<file path="src/rtl/bhc_pkg.sv">
// Shared constants and types for the hall-sensor drive conditioning block
package bhc_pkg;

	// Converter code width and register port widths
	localparam int ADC_W  = 10;
	localparam int DATA_W = 16;
	localparam int ADDR_W = 3;
	localparam int MV_W   = 15;
	localparam int SPD_W  = 12;
	localparam int STAT_W = 4;

	// Bus-voltage scaling: full-scale code maps to full-scale millivolts
	localparam logic [ADC_W-1:0] VOLT_FULL_CODE = 10'h3FF;
	localparam logic [MV_W-1:0]  VOLT_FULL_MV   = 15'h7530;	// 30000 mV
	localparam logic [MV_W-1:0]  VOLT_OV_MV     = 15'h6D60;	// 28000 mV

	// Speed command decode: midscale split, 512 codes span 2048 rpm
	localparam logic [ADC_W-1:0] SPD_MID_CODE = 10'h1FF;
	localparam int               SPD_SCALE_SH = 2;
	localparam logic [SPD_W-1:0] SPD_LIMIT    = 12'h7D0;	// 2000 rpm
	localparam logic [SPD_W-1:0] SPD_STOP_MIN = 12'h226;	// 550 rpm

	// Synchronised pin positions
	localparam int PIN_N       = 5;
	localparam int PIN_HALL_A  = 0;
	localparam int PIN_HALL_B  = 1;
	localparam int PIN_HALL_C  = 2;
	localparam int PIN_START   = 3;
	localparam int PIN_ERR_RST = 4;
	localparam logic [PIN_N-1:0] PIN_RST_LVL = 5'h18;	// Switches idle high

	// Gate vector positions
	localparam int GATE_N  = 6;
	localparam int GATE_AH = 5;
	localparam int GATE_AL = 4;
	localparam int GATE_BH = 3;
	localparam int GATE_BL = 2;
	localparam int GATE_CH = 1;
	localparam int GATE_CL = 0;

	// Register offsets (word index)
	localparam logic [ADDR_W-1:0] REG_CTRL    = 3'h0;
	localparam logic [ADDR_W-1:0] REG_STATUS  = 3'h1;
	localparam logic [ADDR_W-1:0] REG_INT_CLR = 3'h2;
	localparam logic [ADDR_W-1:0] REG_INT_EN  = 3'h3;
	localparam logic [ADDR_W-1:0] REG_SPEED   = 3'h4;
	localparam logic [ADDR_W-1:0] REG_VOLT    = 3'h5;

	// Control register fields
	localparam int CTRL_PWM_BIT = 0;
	localparam int CTRL_PAT_LSB = 1;

	// Speed register fields
	localparam int SPD_CW_BIT   = 12;
	localparam int SPD_STOP_BIT = 13;

	// Status bits
	localparam int ST_HALL_A = 0;
	localparam int ST_HALL_B = 1;
	localparam int ST_HALL_C = 2;
	localparam int ST_OVERV  = 3;

	// Run sequence states, Gray coded along idle-run-fault
	typedef enum logic [1:0] {
		BHC_IDLE  = 2'h0,
		BHC_RUN   = 2'h1,
		BHC_FAULT = 2'h3
	} bhc_run_e;

endpackage

</file>
<file path="src/rtl/bhc_pin_if.sv">
// Interface carrying conditioned pin levels and edge pulses
`timescale 1ns/1ps
`default_nettype none
interface bhc_pin_if;
	import bhc_pkg::*;
	logic [PIN_N-1:0] level;
	logic [PIN_N-1:0] rise;
	logic [PIN_N-1:0] fall;
	modport src (output level, output rise, output fall);
	modport dst (input level, input rise, input fall);
endinterface
`default_nettype wire

</file>
<file path="src/rtl/bhc_hall_io.sv">
// Hall-sensor drive I/O conditioning: converter decode, protection, gates
//
// Decided for this implementation: the address-and-strobe port and the placing of the registers.
`timescale 1ns/1ps
`default_nettype none
module bhc_hall_io
	import bhc_pkg::*;
#(
	parameter int SYNC_STAGES = 3
) (
	// Clock, reset, enable
	input  wire logic              clk_in,
	input  wire logic              resetn_in,
	input  wire logic              ce_in,
	// Converter results
	input  wire logic [ADC_W-1:0]  bus_voltage_channel_in,
	input  wire logic              bus_voltage_valid_in,
	input  wire logic [ADC_W-1:0]  speed_command_channel_in,
	input  wire logic              speed_command_valid_in,
	// Pins from sensors and switches
	input  wire logic              hall_phase_a_in,
	input  wire logic              hall_phase_b_in,
	input  wire logic              hall_phase_c_in,
	input  wire logic              start_stop_switch_in,
	input  wire logic              error_reset_switch_in,
	// PWM timer outputs
	input  wire logic              pwm_out_a_high_in,
	input  wire logic              pwm_out_a_low_in,
	input  wire logic              pwm_out_b_high_in,
	input  wire logic              pwm_out_b_low_in,
	input  wire logic              pwm_out_c_high_in,
	input  wire logic              pwm_out_c_low_in,
	// Register port
	input  wire logic [ADDR_W-1:0] reg_addr_in,
	input  wire logic [DATA_W-1:0] reg_wdata_in,
	input  wire logic              reg_wr_in,
	input  wire logic              reg_rd_in,
	output logic      [DATA_W-1:0] reg_rdata_out,
	// Gate drive
	output logic                   gate_a_high_out,
	output logic                   gate_a_low_out,
	output logic                   gate_b_high_out,
	output logic                   gate_b_low_out,
	output logic                   gate_c_high_out,
	output logic                   gate_c_low_out,
	// Hall events
	output logic                   hall_a_edge_event_out,
	output logic                   hall_b_edge_event_out,
	output logic                   hall_c_edge_event_out,
	// Indicators, decoded values, interrupt
	output logic                   run_indicator_out,
	output logic                   error_indicator_out,
	output logic      [MV_W-1:0]   bus_voltage_mv_out,
	output logic      [SPD_W-1:0]  speed_rpm_out,
	output logic                   speed_cw_out,
	output logic                   speed_stop_out,
	output logic                   irq_out
);

	// Whole state of the block apart from the pin synchroniser registers
	typedef struct packed {
		bhc_run_e          st;
		logic              pwm_mode;
		logic [GATE_N-1:0] port_pat;
		logic [STAT_W-1:0] stat;
		logic [STAT_W-1:0] en;
		logic [DATA_W-1:0] rdata;
		logic [GATE_N-1:0] gates;
		logic [MV_W-1:0]   volt_mv;
		logic [SPD_W-1:0]  spd_mag;
		logic              spd_cw;
		logic              spd_stop;
	} bhc_main_s;

	// Reset leaves gates off, direction clockwise and a stop pending
	localparam bhc_main_s RST_VAL = '{st: BHC_IDLE, pwm_mode: 1'b0, port_pat: '0,
		stat: '0, en: '0, rdata: '0, gates: '0, volt_mv: '0, spd_mag: '0,
		spd_cw: 1'b1, spd_stop: 1'b1};

	// Scaling product width: full-scale code times full-scale mV cannot overflow
	localparam int PROD_W = ADC_W + MV_W;

	// The synchroniser is built for exactly three stages
	if (SYNC_STAGES != 3) begin : g_chk
		$error("bhc_hall_io: SYNC_STAGES must be 3");
	end

	// The largest scaled midscale distance must fit the speed word
	if (ADC_W + SPD_SCALE_SH > SPD_W) begin : g_spd_chk
		$error("bhc_hall_io: SPD_W too narrow for the speed scale");
	end

	// State, its next value and the conditioned pins
	bhc_main_s          s_r;
	bhc_main_s          s_nxt;
	bhc_pin_if          pin_bus ();

	// Pin and PWM timer vectors
	logic [PIN_N-1:0]   pins_raw;
	logic [GATE_N-1:0]  pwm_vec;

	// Sticky status update terms
	logic [STAT_W-1:0]  stat_set;
	logic [STAT_W-1:0]  stat_clr;

	// Converter decode terms
	logic [PROD_W-1:0]  volt_prod;
	logic [MV_W-1:0]    volt_scaled;
	logic [ADC_W-1:0]   spd_dist;
	logic [SPD_W-1:0]   spd_raw;
	logic [SPD_W-1:0]   spd_clamped;
	logic               spd_cw_now;

	// Run control terms
	logic               over_volt;
	logic               run_req;
	logic               stop_req;
	logic               err_reset;
	logic [PIN_N-1:0]   hall_edge;

	// Register address match, used by both read and write decode
	function automatic logic hit(input logic [ADDR_W-1:0] a, input logic [ADDR_W-1:0] off);
		hit = (a == off);
	endfunction

	// Pin vector for the synchroniser
	assign pins_raw[PIN_HALL_A]  = hall_phase_a_in;
	assign pins_raw[PIN_HALL_B]  = hall_phase_b_in;
	assign pins_raw[PIN_HALL_C]  = hall_phase_c_in;
	assign pins_raw[PIN_START]   = start_stop_switch_in;
	assign pins_raw[PIN_ERR_RST] = error_reset_switch_in;

	// All pins cross into the clock domain here
	bhc_pin_sync #(
		.WIDTH     (PIN_N)
	) u_sync (
		.clk_in    (clk_in),
		.resetn_in (resetn_in),
		.ce_in     (ce_in),
		.pins_in   (pins_raw),
		.pin_out   (pin_bus.src)
	);

	// PWM timer lines gathered in gate order
	assign pwm_vec[GATE_AH] = pwm_out_a_high_in;
	assign pwm_vec[GATE_AL] = pwm_out_a_low_in;
	assign pwm_vec[GATE_BH] = pwm_out_b_high_in;
	assign pwm_vec[GATE_BL] = pwm_out_b_low_in;
	assign pwm_vec[GATE_CH] = pwm_out_c_high_in;
	assign pwm_vec[GATE_CL] = pwm_out_c_low_in;

	// Linear voltage scaling: code times 30000 mV over the full-scale code
	always_comb begin
		volt_prod   = PROD_W'(bus_voltage_channel_in) * PROD_W'(VOLT_FULL_MV);
		volt_scaled = MV_W'(volt_prod / PROD_W'(VOLT_FULL_CODE));
	end

	// Speed decode: direction from midscale, distance times four, clamp
	// Midscale itself is clockwise at zero speed, so it always stops
	always_comb begin
		spd_cw_now = (speed_command_channel_in >= SPD_MID_CODE);
		if (spd_cw_now) begin
			spd_dist = speed_command_channel_in - SPD_MID_CODE;
		end else begin
			spd_dist = SPD_MID_CODE - speed_command_channel_in;
		end
		spd_raw = SPD_W'({2'h0, spd_dist} << SPD_SCALE_SH);
		if (spd_raw > SPD_LIMIT) begin
			spd_clamped = SPD_LIMIT;
		end else begin
			spd_clamped = spd_raw;
		end
	end

	// Operator requests and protection level
	// Protection acts on the captured voltage, one cycle after its strobe
	always_comb begin
		over_volt = (s_r.volt_mv > VOLT_OV_MV);
		stop_req  = pin_bus.level[PIN_START] | s_r.spd_stop;
		run_req   = ~stop_req;
		err_reset = ~pin_bus.level[PIN_ERR_RST];
		hall_edge = pin_bus.rise | pin_bus.fall;
	end

	// Events feeding the sticky status, and software clears
	always_comb begin
		stat_set            = '0;
		stat_set[ST_HALL_A] = hall_edge[PIN_HALL_A];
		stat_set[ST_HALL_B] = hall_edge[PIN_HALL_B];
		stat_set[ST_HALL_C] = hall_edge[PIN_HALL_C];
		stat_set[ST_OVERV]  = over_volt && (s_r.st != BHC_FAULT);
		stat_clr            = '0;
		if (reg_wr_in && hit(reg_addr_in, REG_INT_CLR)) begin
			stat_clr = reg_wdata_in[STAT_W-1:0];
		end
	end

	// Next state: converters, run sequence, gates, register port
	always_comb begin
		s_nxt       = s_r;
		s_nxt.rdata = '0;

		// Capture converter results on their sample strobes
		if (bus_voltage_valid_in) begin
			s_nxt.volt_mv = volt_scaled;
		end
		if (speed_command_valid_in) begin
			s_nxt.spd_mag  = spd_clamped;
			s_nxt.spd_cw   = spd_cw_now;
			s_nxt.spd_stop = (spd_clamped < SPD_STOP_MIN);
		end

		// Run sequence; overvoltage always wins
		unique case (s_r.st)
			BHC_IDLE: begin
				if (over_volt) begin
					s_nxt.st = BHC_FAULT;
				end else if (run_req) begin
					s_nxt.st = BHC_RUN;
				end
			end
			BHC_RUN: begin
				if (over_volt) begin
					s_nxt.st = BHC_FAULT;
				end else if (stop_req) begin
					s_nxt.st = BHC_IDLE;
				end
			end
			BHC_FAULT: begin
				// Leaving needs the stop level, so the motor never restarts at once
				if (err_reset && pin_bus.level[PIN_START] && !over_volt) begin
					s_nxt.st = BHC_IDLE;
				end
			end
			default: begin
				s_nxt.st = BHC_FAULT;
			end
		endcase

		// Gate source: active high, only while running, off in fault
		// Gates load with the next state, so they never lag the run indicator
		if (s_nxt.st == BHC_RUN) begin
			if (s_r.pwm_mode) begin
				s_nxt.gates = pwm_vec;
			end else begin
				s_nxt.gates = s_r.port_pat;
			end
		end else begin
			s_nxt.gates = '0;
		end

		// Sticky status: a set in the clearing cycle survives
		s_nxt.stat = (s_r.stat & ~stat_clr) | stat_set;

		// Register writes
		if (reg_wr_in) begin
			if (hit(reg_addr_in, REG_CTRL)) begin
				s_nxt.pwm_mode = reg_wdata_in[CTRL_PWM_BIT];
				s_nxt.port_pat = reg_wdata_in[CTRL_PAT_LSB +: GATE_N];
			end

			if (hit(reg_addr_in, REG_INT_EN)) begin
				s_nxt.en = reg_wdata_in[STAT_W-1:0];
			end
		end

		// Register reads, data valid for one cycle; unmapped reads zero
		if (reg_rd_in) begin
			if (hit(reg_addr_in, REG_CTRL)) begin
				s_nxt.rdata[CTRL_PWM_BIT]               = s_r.pwm_mode;
				s_nxt.rdata[CTRL_PAT_LSB +: GATE_N]     = s_r.port_pat;
			end

			if (hit(reg_addr_in, REG_STATUS)) begin
				s_nxt.rdata[STAT_W-1:0] = s_r.stat;
			end

			if (hit(reg_addr_in, REG_INT_EN)) begin
				s_nxt.rdata[STAT_W-1:0] = s_r.en;
			end

			if (hit(reg_addr_in, REG_SPEED)) begin
				s_nxt.rdata[SPD_W-1:0]   = s_r.spd_mag;
				s_nxt.rdata[SPD_CW_BIT]  = s_r.spd_cw;
				s_nxt.rdata[SPD_STOP_BIT] = s_r.spd_stop;
			end

			if (hit(reg_addr_in, REG_VOLT)) begin
				s_nxt.rdata[MV_W-1:0] = s_r.volt_mv;
			end
		end
	end

	// State register, frozen while the clock enable is low
	always_ff @(posedge clk_in or negedge resetn_in) begin
		if (!resetn_in) begin
			s_r <= RST_VAL;
		end else if (ce_in) begin
			s_r <= s_nxt;
		end
	end

	// Gate pins
	// Straight from flip-flops, so no glitch reaches the bridge
	assign gate_a_high_out = s_r.gates[GATE_AH];
	assign gate_a_low_out  = s_r.gates[GATE_AL];
	assign gate_b_high_out = s_r.gates[GATE_BH];
	assign gate_b_low_out  = s_r.gates[GATE_BL];
	assign gate_c_high_out = s_r.gates[GATE_CH];
	assign gate_c_low_out  = s_r.gates[GATE_CL];

	// Hall events straight from the synchroniser registers
	assign hall_a_edge_event_out = hall_edge[PIN_HALL_A];
	assign hall_b_edge_event_out = hall_edge[PIN_HALL_B];
	assign hall_c_edge_event_out = hall_edge[PIN_HALL_C];

	// Indicators and decoded values
	assign run_indicator_out   = (s_r.st == BHC_RUN);
	assign error_indicator_out = (s_r.st == BHC_FAULT);
	assign bus_voltage_mv_out  = s_r.volt_mv;
	assign speed_rpm_out       = s_r.spd_mag;
	assign speed_cw_out        = s_r.spd_cw;
	assign speed_stop_out      = s_r.spd_stop;
	assign reg_rdata_out       = s_r.rdata;

	// Level interrupt while any enabled sticky bit is set
	assign irq_out = |(s_r.stat & s_r.en);

endmodule
`default_nettype wire

</file>
<file path="src/rtl/bhc_pin_sync.sv">
// Three-stage synchroniser with agreement filter and edge pulses
`timescale 1ns/1ps
`default_nettype none
module bhc_pin_sync
	import bhc_pkg::*;
#(
	parameter int WIDTH = PIN_N
) (
	// Clock, reset, enable
	input  wire logic             clk_in,
	input  wire logic             resetn_in,
	input  wire logic             ce_in,
	// Raw pins
	input  wire logic [WIDTH-1:0] pins_in,
	// Conditioned output
	bhc_pin_if.src                pin_out
);

	typedef struct packed {
		logic [WIDTH-1:0] s1;
		logic [WIDTH-1:0] s2;
		logic [WIDTH-1:0] s3;
		logic [WIDTH-1:0] level;
		logic [WIDTH-1:0] rise;
		logic [WIDTH-1:0] fall;
	} bhc_sync_s;

	localparam bhc_sync_s RST_VAL = '{s1: PIN_RST_LVL, s2: PIN_RST_LVL, s3: PIN_RST_LVL,
		level: PIN_RST_LVL, rise: '0, fall: '0};

	bhc_sync_s s_r;
	bhc_sync_s s_nxt;

	// Width must match the conditioned vector
	if (WIDTH != PIN_N) begin : g_chk
		$error("bhc_pin_sync: WIDTH must equal PIN_N");
	end

	// Level accepted once stages two and three agree; edges pulse one cycle
	always_comb begin
		s_nxt       = s_r;
		s_nxt.s1    = pins_in;
		s_nxt.s2    = s_r.s1;
		s_nxt.s3    = s_r.s2;
		s_nxt.level = (s_r.s2 & s_r.s3) | (s_r.level & (s_r.s2 | s_r.s3));
		s_nxt.rise  = s_nxt.level & ~s_r.level;
		s_nxt.fall  = ~s_nxt.level & s_r.level;
	end

	// State register
	always_ff @(posedge clk_in or negedge resetn_in) begin
		if (!resetn_in) begin
			s_r <= RST_VAL;
		end else if (ce_in) begin
			s_r <= s_nxt;
		end
	end

	// Outputs
	assign pin_out.level = s_r.level;
	assign pin_out.rise  = s_r.rise;
	assign pin_out.fall  = s_r.fall;

endmodule
`default_nettype wire

</file>
<file path="config.mk">
export PLATFORM = sky130hd
export DESIGN_NAME = bhc_hall_io
export DESIGN_NICKNAME = d
export VERILOG_FILES = /design/src/rtl/bhc_pkg.sv /design/src/rtl/bhc_pin_if.sv /design/src/rtl/bhc_hall_io.sv /design/src/rtl/bhc_pin_sync.sv
export SDC_FILE = /design/constraint.sdc
export NUM_CORES = 1
export LEC_CHECK = 0
export BUFFER_PORTS_ARGS = -buffer_cell sky130_fd_sc_hd__buf_4
export CELL_PAD_IN_SITES_DETAIL_PLACEMENT = 1
export CELL_PAD_IN_SITES_GLOBAL_PLACEMENT = 1
export CORE_ASPECT_RATIO = 0.7
export CORE_MARGIN = 2
export CORE_UTILIZATION = 25
export CTS_BUF_LIST = sky130_fd_sc_hd__clkbuf_8
export CTS_CLUSTER_DIAMETER = 60
export DETAILED_ROUTE_END_ITERATION = 6
export PLACE_DENSITY = 0.59
export SYNTH_ARGS = -nofsm -noshare
export SYNTH_HDL_FRONTEND = slang
export SYNTH_SLANG_ARGS = --single-unit
</file>
<file path="constraint.sdc">
create_clock -name clk_in -period 3 [get_ports clk_in]
set_input_delay 0.3 -clock clk_in [delete_from_list [all_inputs] [get_ports clk_in]]
set_output_delay 0.3 -clock clk_in [all_outputs]
set_load 0.02 [all_outputs]
</file>
# ---- Word level (Yosys, flattened, before mapping)
# Index checks and enable logic that the tools add are counted.
dict set report totals {
  register_bits 93
  inputBits 57
  out_inout_bits 57
  wordCells 78
}
dict set report op_classes {
  addsub 2
  n_mul 1
  div_mod_pow 1
  n_lt_le_gt_ge 4
  n_eq_ne 9
  muxes 17
  n_bitwise 15
  reduce_logical 12
}
# cell n
set ops {}
lappend ops {{15-bit 2-to-1 mux} 2}
lappend ops {{25-bit by 10-bit divider with 25-bit output, second input constant} 1}
lappend ops {{10-bit by 11-bit multiplier with 21-bit output, second input constant} 1}
lappend ops {{15-bit greater-than comparator, second input constant} 1}
lappend ops {{14-bit 2-to-1 mux} 1}
lappend ops {{12-bit by 11-bit greater-than comparator with 1-bit output, second input constant} 1}
lappend ops {{12-bit by 10-bit less-than comparator with 1-bit output, second input constant} 1}
lappend ops {{12-bit 2-to-1 mux} 1}
lappend ops {{4-bit 2-to-1 mux} 3}
lappend ops {{6-bit 2-to-1 mux} 2}
lappend ops {{5-bit AND} 2}
lappend ops {{10-bit by 9-bit greater-or-equal comparator with 1-bit output, second input constant} 1}
lappend ops {{10-bit 2-to-1 mux} 1}
lappend ops {{2-bit 2-to-1 mux} 5}
lappend ops {{5-bit OR} 2}
lappend ops {{10-bit by 9-bit subtractor with 10-bit output, second input constant} 1}
lappend ops {{9-bit by 10-bit subtractor with 10-bit output, first input constant} 1}
lappend ops {{4-bit AND} 2}
lappend ops {{7-bit 2-to-1 mux} 1}
lappend ops {{3-bit AND} 2}
lappend ops {{3-bit by 2-bit equality test with 1-bit output, second input constant} 2}
lappend ops {{3-bit equality test, second input constant} 2}
lappend ops {{3-bit inverter} 2}
lappend ops {{2-bit case mux with 3 select lines} 1}
lappend ops {{16 further kinds} 22}

# ---- Depth between registers and ports, before layout
dict set report logic_depth {
  ltp_word 7
  ltp_mapped 66
  mapped_depth_nobuf 59
}

# ---- By module
# A second synthesis with hierarchy kept.
dict set report unflattened {
  cells_unflattened 1396
  hier_area_um2 11806.3
}
# mod n_inst cells_each area_each_um2 seq_area_each_um2
set modules_own_cells {}
lappend modules_own_cells {bhc_hall_io 1 1284 10437.5 1629.1}
lappend modules_own_cells {bhc_pin_sync 1 112 1368.8 760.7}

# ---- Least setup slack after synthesis
# No wires, ideal clock.
dict set report synth_path {
  kind {input port to flip-flop}
  start {input port bus_voltage_channel_in[8]}
  end {register s_r (netlist bit bus_voltage_mv_out[0])}
  setup_ps 82
  arrival_ps 14171
  required_time_ps 2918
  setup_slack_ps -11253
  stages 61
  path_buffers 4
  cell_sequence {inv_1 ha_1 fa_1 fa_1 inv_1 fa_1 inv_1 fa_1 inv_1 ha_1 buf_2 a21o_1 a22oi_1 o221ai_2 nor3_2 nand3_2 o41ai_4 nand3_2 (+25 left out) buf_2 nor2_1 a21oi_1 nand2_1 ha_1 inv_1 nor4_1 a211oi_4 nand2_1 nand2_1 nand2_1 ha_1 inv_1 a311oi_1 a21bo_1 nand3_1 nand3_1 a31oi_1}
}
dict set report synth_via {
  elab_chain_cells 2
}
# element line
set synth_lines {}
lappend synth_lines {{start, declared} bhc_hall_io.sv:16} ;# input wire logic [ADC_W-1:0] bus_voltage_channel_in,
lappend synth_lines {{10-bit by 11-bit multiplier with 21-bit output} bhc_hall_io.sv:154} ;# volt_prod = PROD_W'(bus_voltage_channel_in) * PROD_W'(VOLT_FULL_MV);
lappend synth_lines {{25-bit by 10-bit divider with 25-bit output} bhc_hall_io.sv:155} ;# volt_scaled = MV_W'(volt_prod / PROD_W'(VOLT_FULL_CODE));
lappend synth_lines {{end signal, assigned} bhc_hall_io.sv:299} ;# s_r <= s_nxt;
lappend synth_lines {{end, declared} bhc_hall_io.sv:94} ;# bhc_main_s s_r;
# No other way between the ends.
# A chain may end at the register's enable or synchronous reset.

# ---- Worst setup path in the final report
dict set report layout_path {
  start {input port bus_voltage_channel_in[3]}
  end {register s_r (netlist bit bus_voltage_mv_out[0])}
}
# The elaborated chain is that of the path after synthesis.

==> impl_metrics.yaml <==
cells_and_area:
  area.growth.synth_to_final_pct: 60.7
  fillers: 5373
  insertedDiodeCount: 0
  drive_above_1_share_pct: 51.2
  nNetsFinal: 2110
yosys:
  yosysTopAreaCell: "dfrtp_1"
  async_flop_share_pct: 100
  synth_edf_count: 0
  netlist_instances: 1367
  synth-seq-cells: 91
  synth.top_cell.area_share_pct: 17.4
  yosysSeqAreaShare_pct: 19.7
  synth_cell_type_count: 126
  syn-cell-area_um2: 11600
  yosys_warnings: 0
  avgSynthCellArea_um2: 8.52
  ys.flop_type: "dfrtp_1"
  synth_area_leaders: "dfrtp_1, ha_1, fa_1"
floorplanning:
  start_util_pct: 25.2
  core_um2: 46200
  die_w_um: 262
  io-pin-count: 114
  dieHeight_um: 185
  row_count: 66
  die_area_um2: 48400
clock_network:
  clk_pin_slew_worst_paths_ns: 0.09
  cts-root-buf: "clkbuf_8"
  clk_latency_ns: 0.38
  clk_path_buf_depth: 2
  cts_buffers: 9
  cts_htree_levels: 3
  clock-sinks: 91
  cts_tree: "done"
global_route:
  grt_first_pass_wirelength_um: 75500
  grt_util_all_layers_pct: 19.3
  grt_pass1_vias: 13600
  overflow: 0
  grt_start_max_net_pins: 92
  antenna_found_initial: 1
sta:
  hold_viol: 0
  slew_headroom_pct: 40.5
  fmax_mhz: 71.9
  layout_setup_ws_ns: -10.91
  tightest_slew_ns: 0.886
  drv_slew: 0
  final.min_clock_period_ns: 13.91
  fin_crit_sh_pct: 464
  setup_violations: 15
  rsz0062_at_grt: "true"
  clock_skew_ns: 0.0163
placement:
  dp_hpwl_um: 37200
  routabilityCongestion: 0.892
  io_buffers: 101
  dp_slack_ns: -11.57
critical_path:
  slowest_delay_ns: 0.59
  r2r-start: "bus_voltage_mv_out[0]"
  critPathArrivalTime_ns: 14.20
  worst_setup_path_start_kind: "input pin"
  worstPathMaxFanout: 8
  endpoint_kind: "flip-flop"
  worstPathRequired_ns: 3.30
  critPathSlowestCell: "or4b_4"
  reg2reg_slack_ns: 0.25
  endpoint: "bus_voltage_mv_out[0]"
  worstSetupPathType: "input pin to flip-flop"
  crit_path_start: "bus_voltage_channel_in[3]"
  reg2reg_to: "gate_b_high_out"
  worst-r2r-cell-count: 8
drt:
  drt_iter0_drc: 763
  drtAntennaViolNets: 0
  routed_wl_um: 48100
  avgRoutedWirePerCell_um: 18.8
  remaining_drc_errors: 0
  dr_total_vias: 13000
  first_pass_iters: 4
  routed_via_density: 5.08
run:
  drv_cap: 0
run_status:
  failed_checks: "setup timing"
  status: "finished, violations left"
worst_hold_path:
  hold_class: "input pin to flip-flop"
area by class of cell:
cell class / count / area (um^2) / share of cell area, %
multi-input combinational: 1095 / 10000 / 53.5
timing repair buffer: 649 / 5100 / 27.3
sequential: 91 / 2290 / 12.2
tap: 612 / 766 / 4.09
inverter: 97 / 369 / 1.97
clock buffer: 10 / 138 / 0.735
clock inverter: 6 / 41.3 / 0.221
synth_stat cells (14+ instances only):
| library cell | instances |
|---|---|
| dfrtp_1 | 81 |
| ha_1 | 79 |
| a21o_1 | 17 |
| and2_1 | 21 |
| mux2i_1 | 27 |
| o21ai_0 | 64 |
| a31oi_1 | 36 |
| fa_1 | 31 |
| o21ai_1 | 14 |
| nand3_1 | 31 |
| o2bb2ai_1 | 22 |
| o211ai_1 | 17 |
| inv_1 | 96 |
| buf_4 | 45 |
| nor3_1 | 32 |
| clkbuf_1 | 21 |
| nor2_1 | 92 |
| and3_1 | 17 |
| xnor2_1 | 29 |
| o21a_1 | 14 |
| nand2_1 | 116 |
| mux2_2 | 32 |
| xor2_1 | 18 |
| a21oi_1 | 60 |
what timing repair did:
action	CTS	global route
endpoints found under the setup margin	15	15
hold buffers	1	0
endpoints found under the hold margin	62	0
buffers inserted	68	29
resized for setup	172	107
pin swaps	73	70
worst max-delay path, delay by kind of cell:
kind	cells	cell delay (ns)
multiplexers	1	0.21
buffers and inverters	9	1.14
XOR/XNOR	2	0.46
AO/OA/AOI/OAI	22	5.57
AND/OR/NAND/NOR	18	3.48
adder cells (fa/ha/maj)	8	3.01
state kept, by name, indices dropped and copies added (netlist names), 3 cells and up:
register and count:
bus_voltage_mv_out 15, reg_rdata_out 15, s_r 17, speed_rpm_out 10
u_sync.pin_out.fall 3, u_sync.pin_out.level 5, u_sync.pin_out.rise 3, u_sync.s_nxt 10
u_sync.s_r 5
logic make-up (layout without fill, tap and decap cells):
family	after synthesis	count (layout)	synth area share (%)
other cells	1	3	0.0322
compound gates	433	433	29.3
simple gates	438	438	20.0
buf+inv	183	762	7.56
fa+ha+maj	111	111	13.9
mux	60	60	5.61
xor+xnor	50	50	3.95
flops	91	91	19.7
how the worst min path moves through the flow:
stage	start	endpoint	slack (ns)	cells after the start
2_1_floorplan	resetn_in	bus_voltage_mv_out[0]	0.004	0
6_report	speed_command_channel_in[0]	speed_rpm_out[2]	0.14	2
3_3_place_gp	resetn_in	u_sync.s_nxt[21]	0.39	2
4_1_cts	speed_command_channel_in[0]	speed_rpm_out[2]	0.13	2
3_5_place_dp	resetn_in	u_sync.s_nxt[21]	0.39	2
5_1_grt	hall_phase_b_in	u_sync.s_nxt[21]	0.12	2
per-stage QoR:
stage | cells | utilization (%) | setup TNS, ns | hold slack, ns | instance area, um^2
after floorplan | 1369 | - | -95.83 | 0.00441 | 12200
after global placement | 2453 | 35.9 | -109.33 | 0.386 | 16600
after detailed placement | 2453 | 35.9 | -111.86 | 0.390 | 16600
after CTS | 2538 | 39.1 | -98.81 | 0.130 | 18100
after global routing | 2560 | 40.5 | -107.60 | 0.124 | 18700
final | 2560 | 40.5 | -103.12 | 0.141 | 18700
placed cells by master, fill, tap and decap left out, types with 19 or more instances in the layout:
| master | netlist | routed |
|---|---|---|
| nand2_1 | 116 | 105 |
| o21ai_0 | 64 | 48 |
| buf_6 | 1 | 46 |
| nor2_1 | 92 | 75 |
| nand3_1 | 31 | 23 |
| mux2_2 | 32 | 28 |
| nor3_1 | 32 | 19 |
| o2bb2ai_1 | 22 | 21 |
| fa_1 | 31 | 31 |
| xnor2_1 | 29 | 25 |
| mux2i_1 | 27 | 23 |
| buf_4 | 45 | 596 |
| ha_1 | 79 | 67 |
| inv_1 | 96 | 89 |
| a31oi_1 | 36 | 29 |
| dfrtp_1 | 81 | 81 |
| a21oi_1 | 60 | 44 |
routing by layer:
layer	track usage [%]	part of all wire (%)	vias to the layer above
met5	0	0.027	-
met4	2.49	1.0	2
met3	2.46	3.6	38
met2	30.4	45	200
met1	28.6	50	6539
li1	-	-	6229
Power is left out: the tool's default activity adds up to more than one toggle a clock period on the data nets, which glitch-free logic cannot reach.
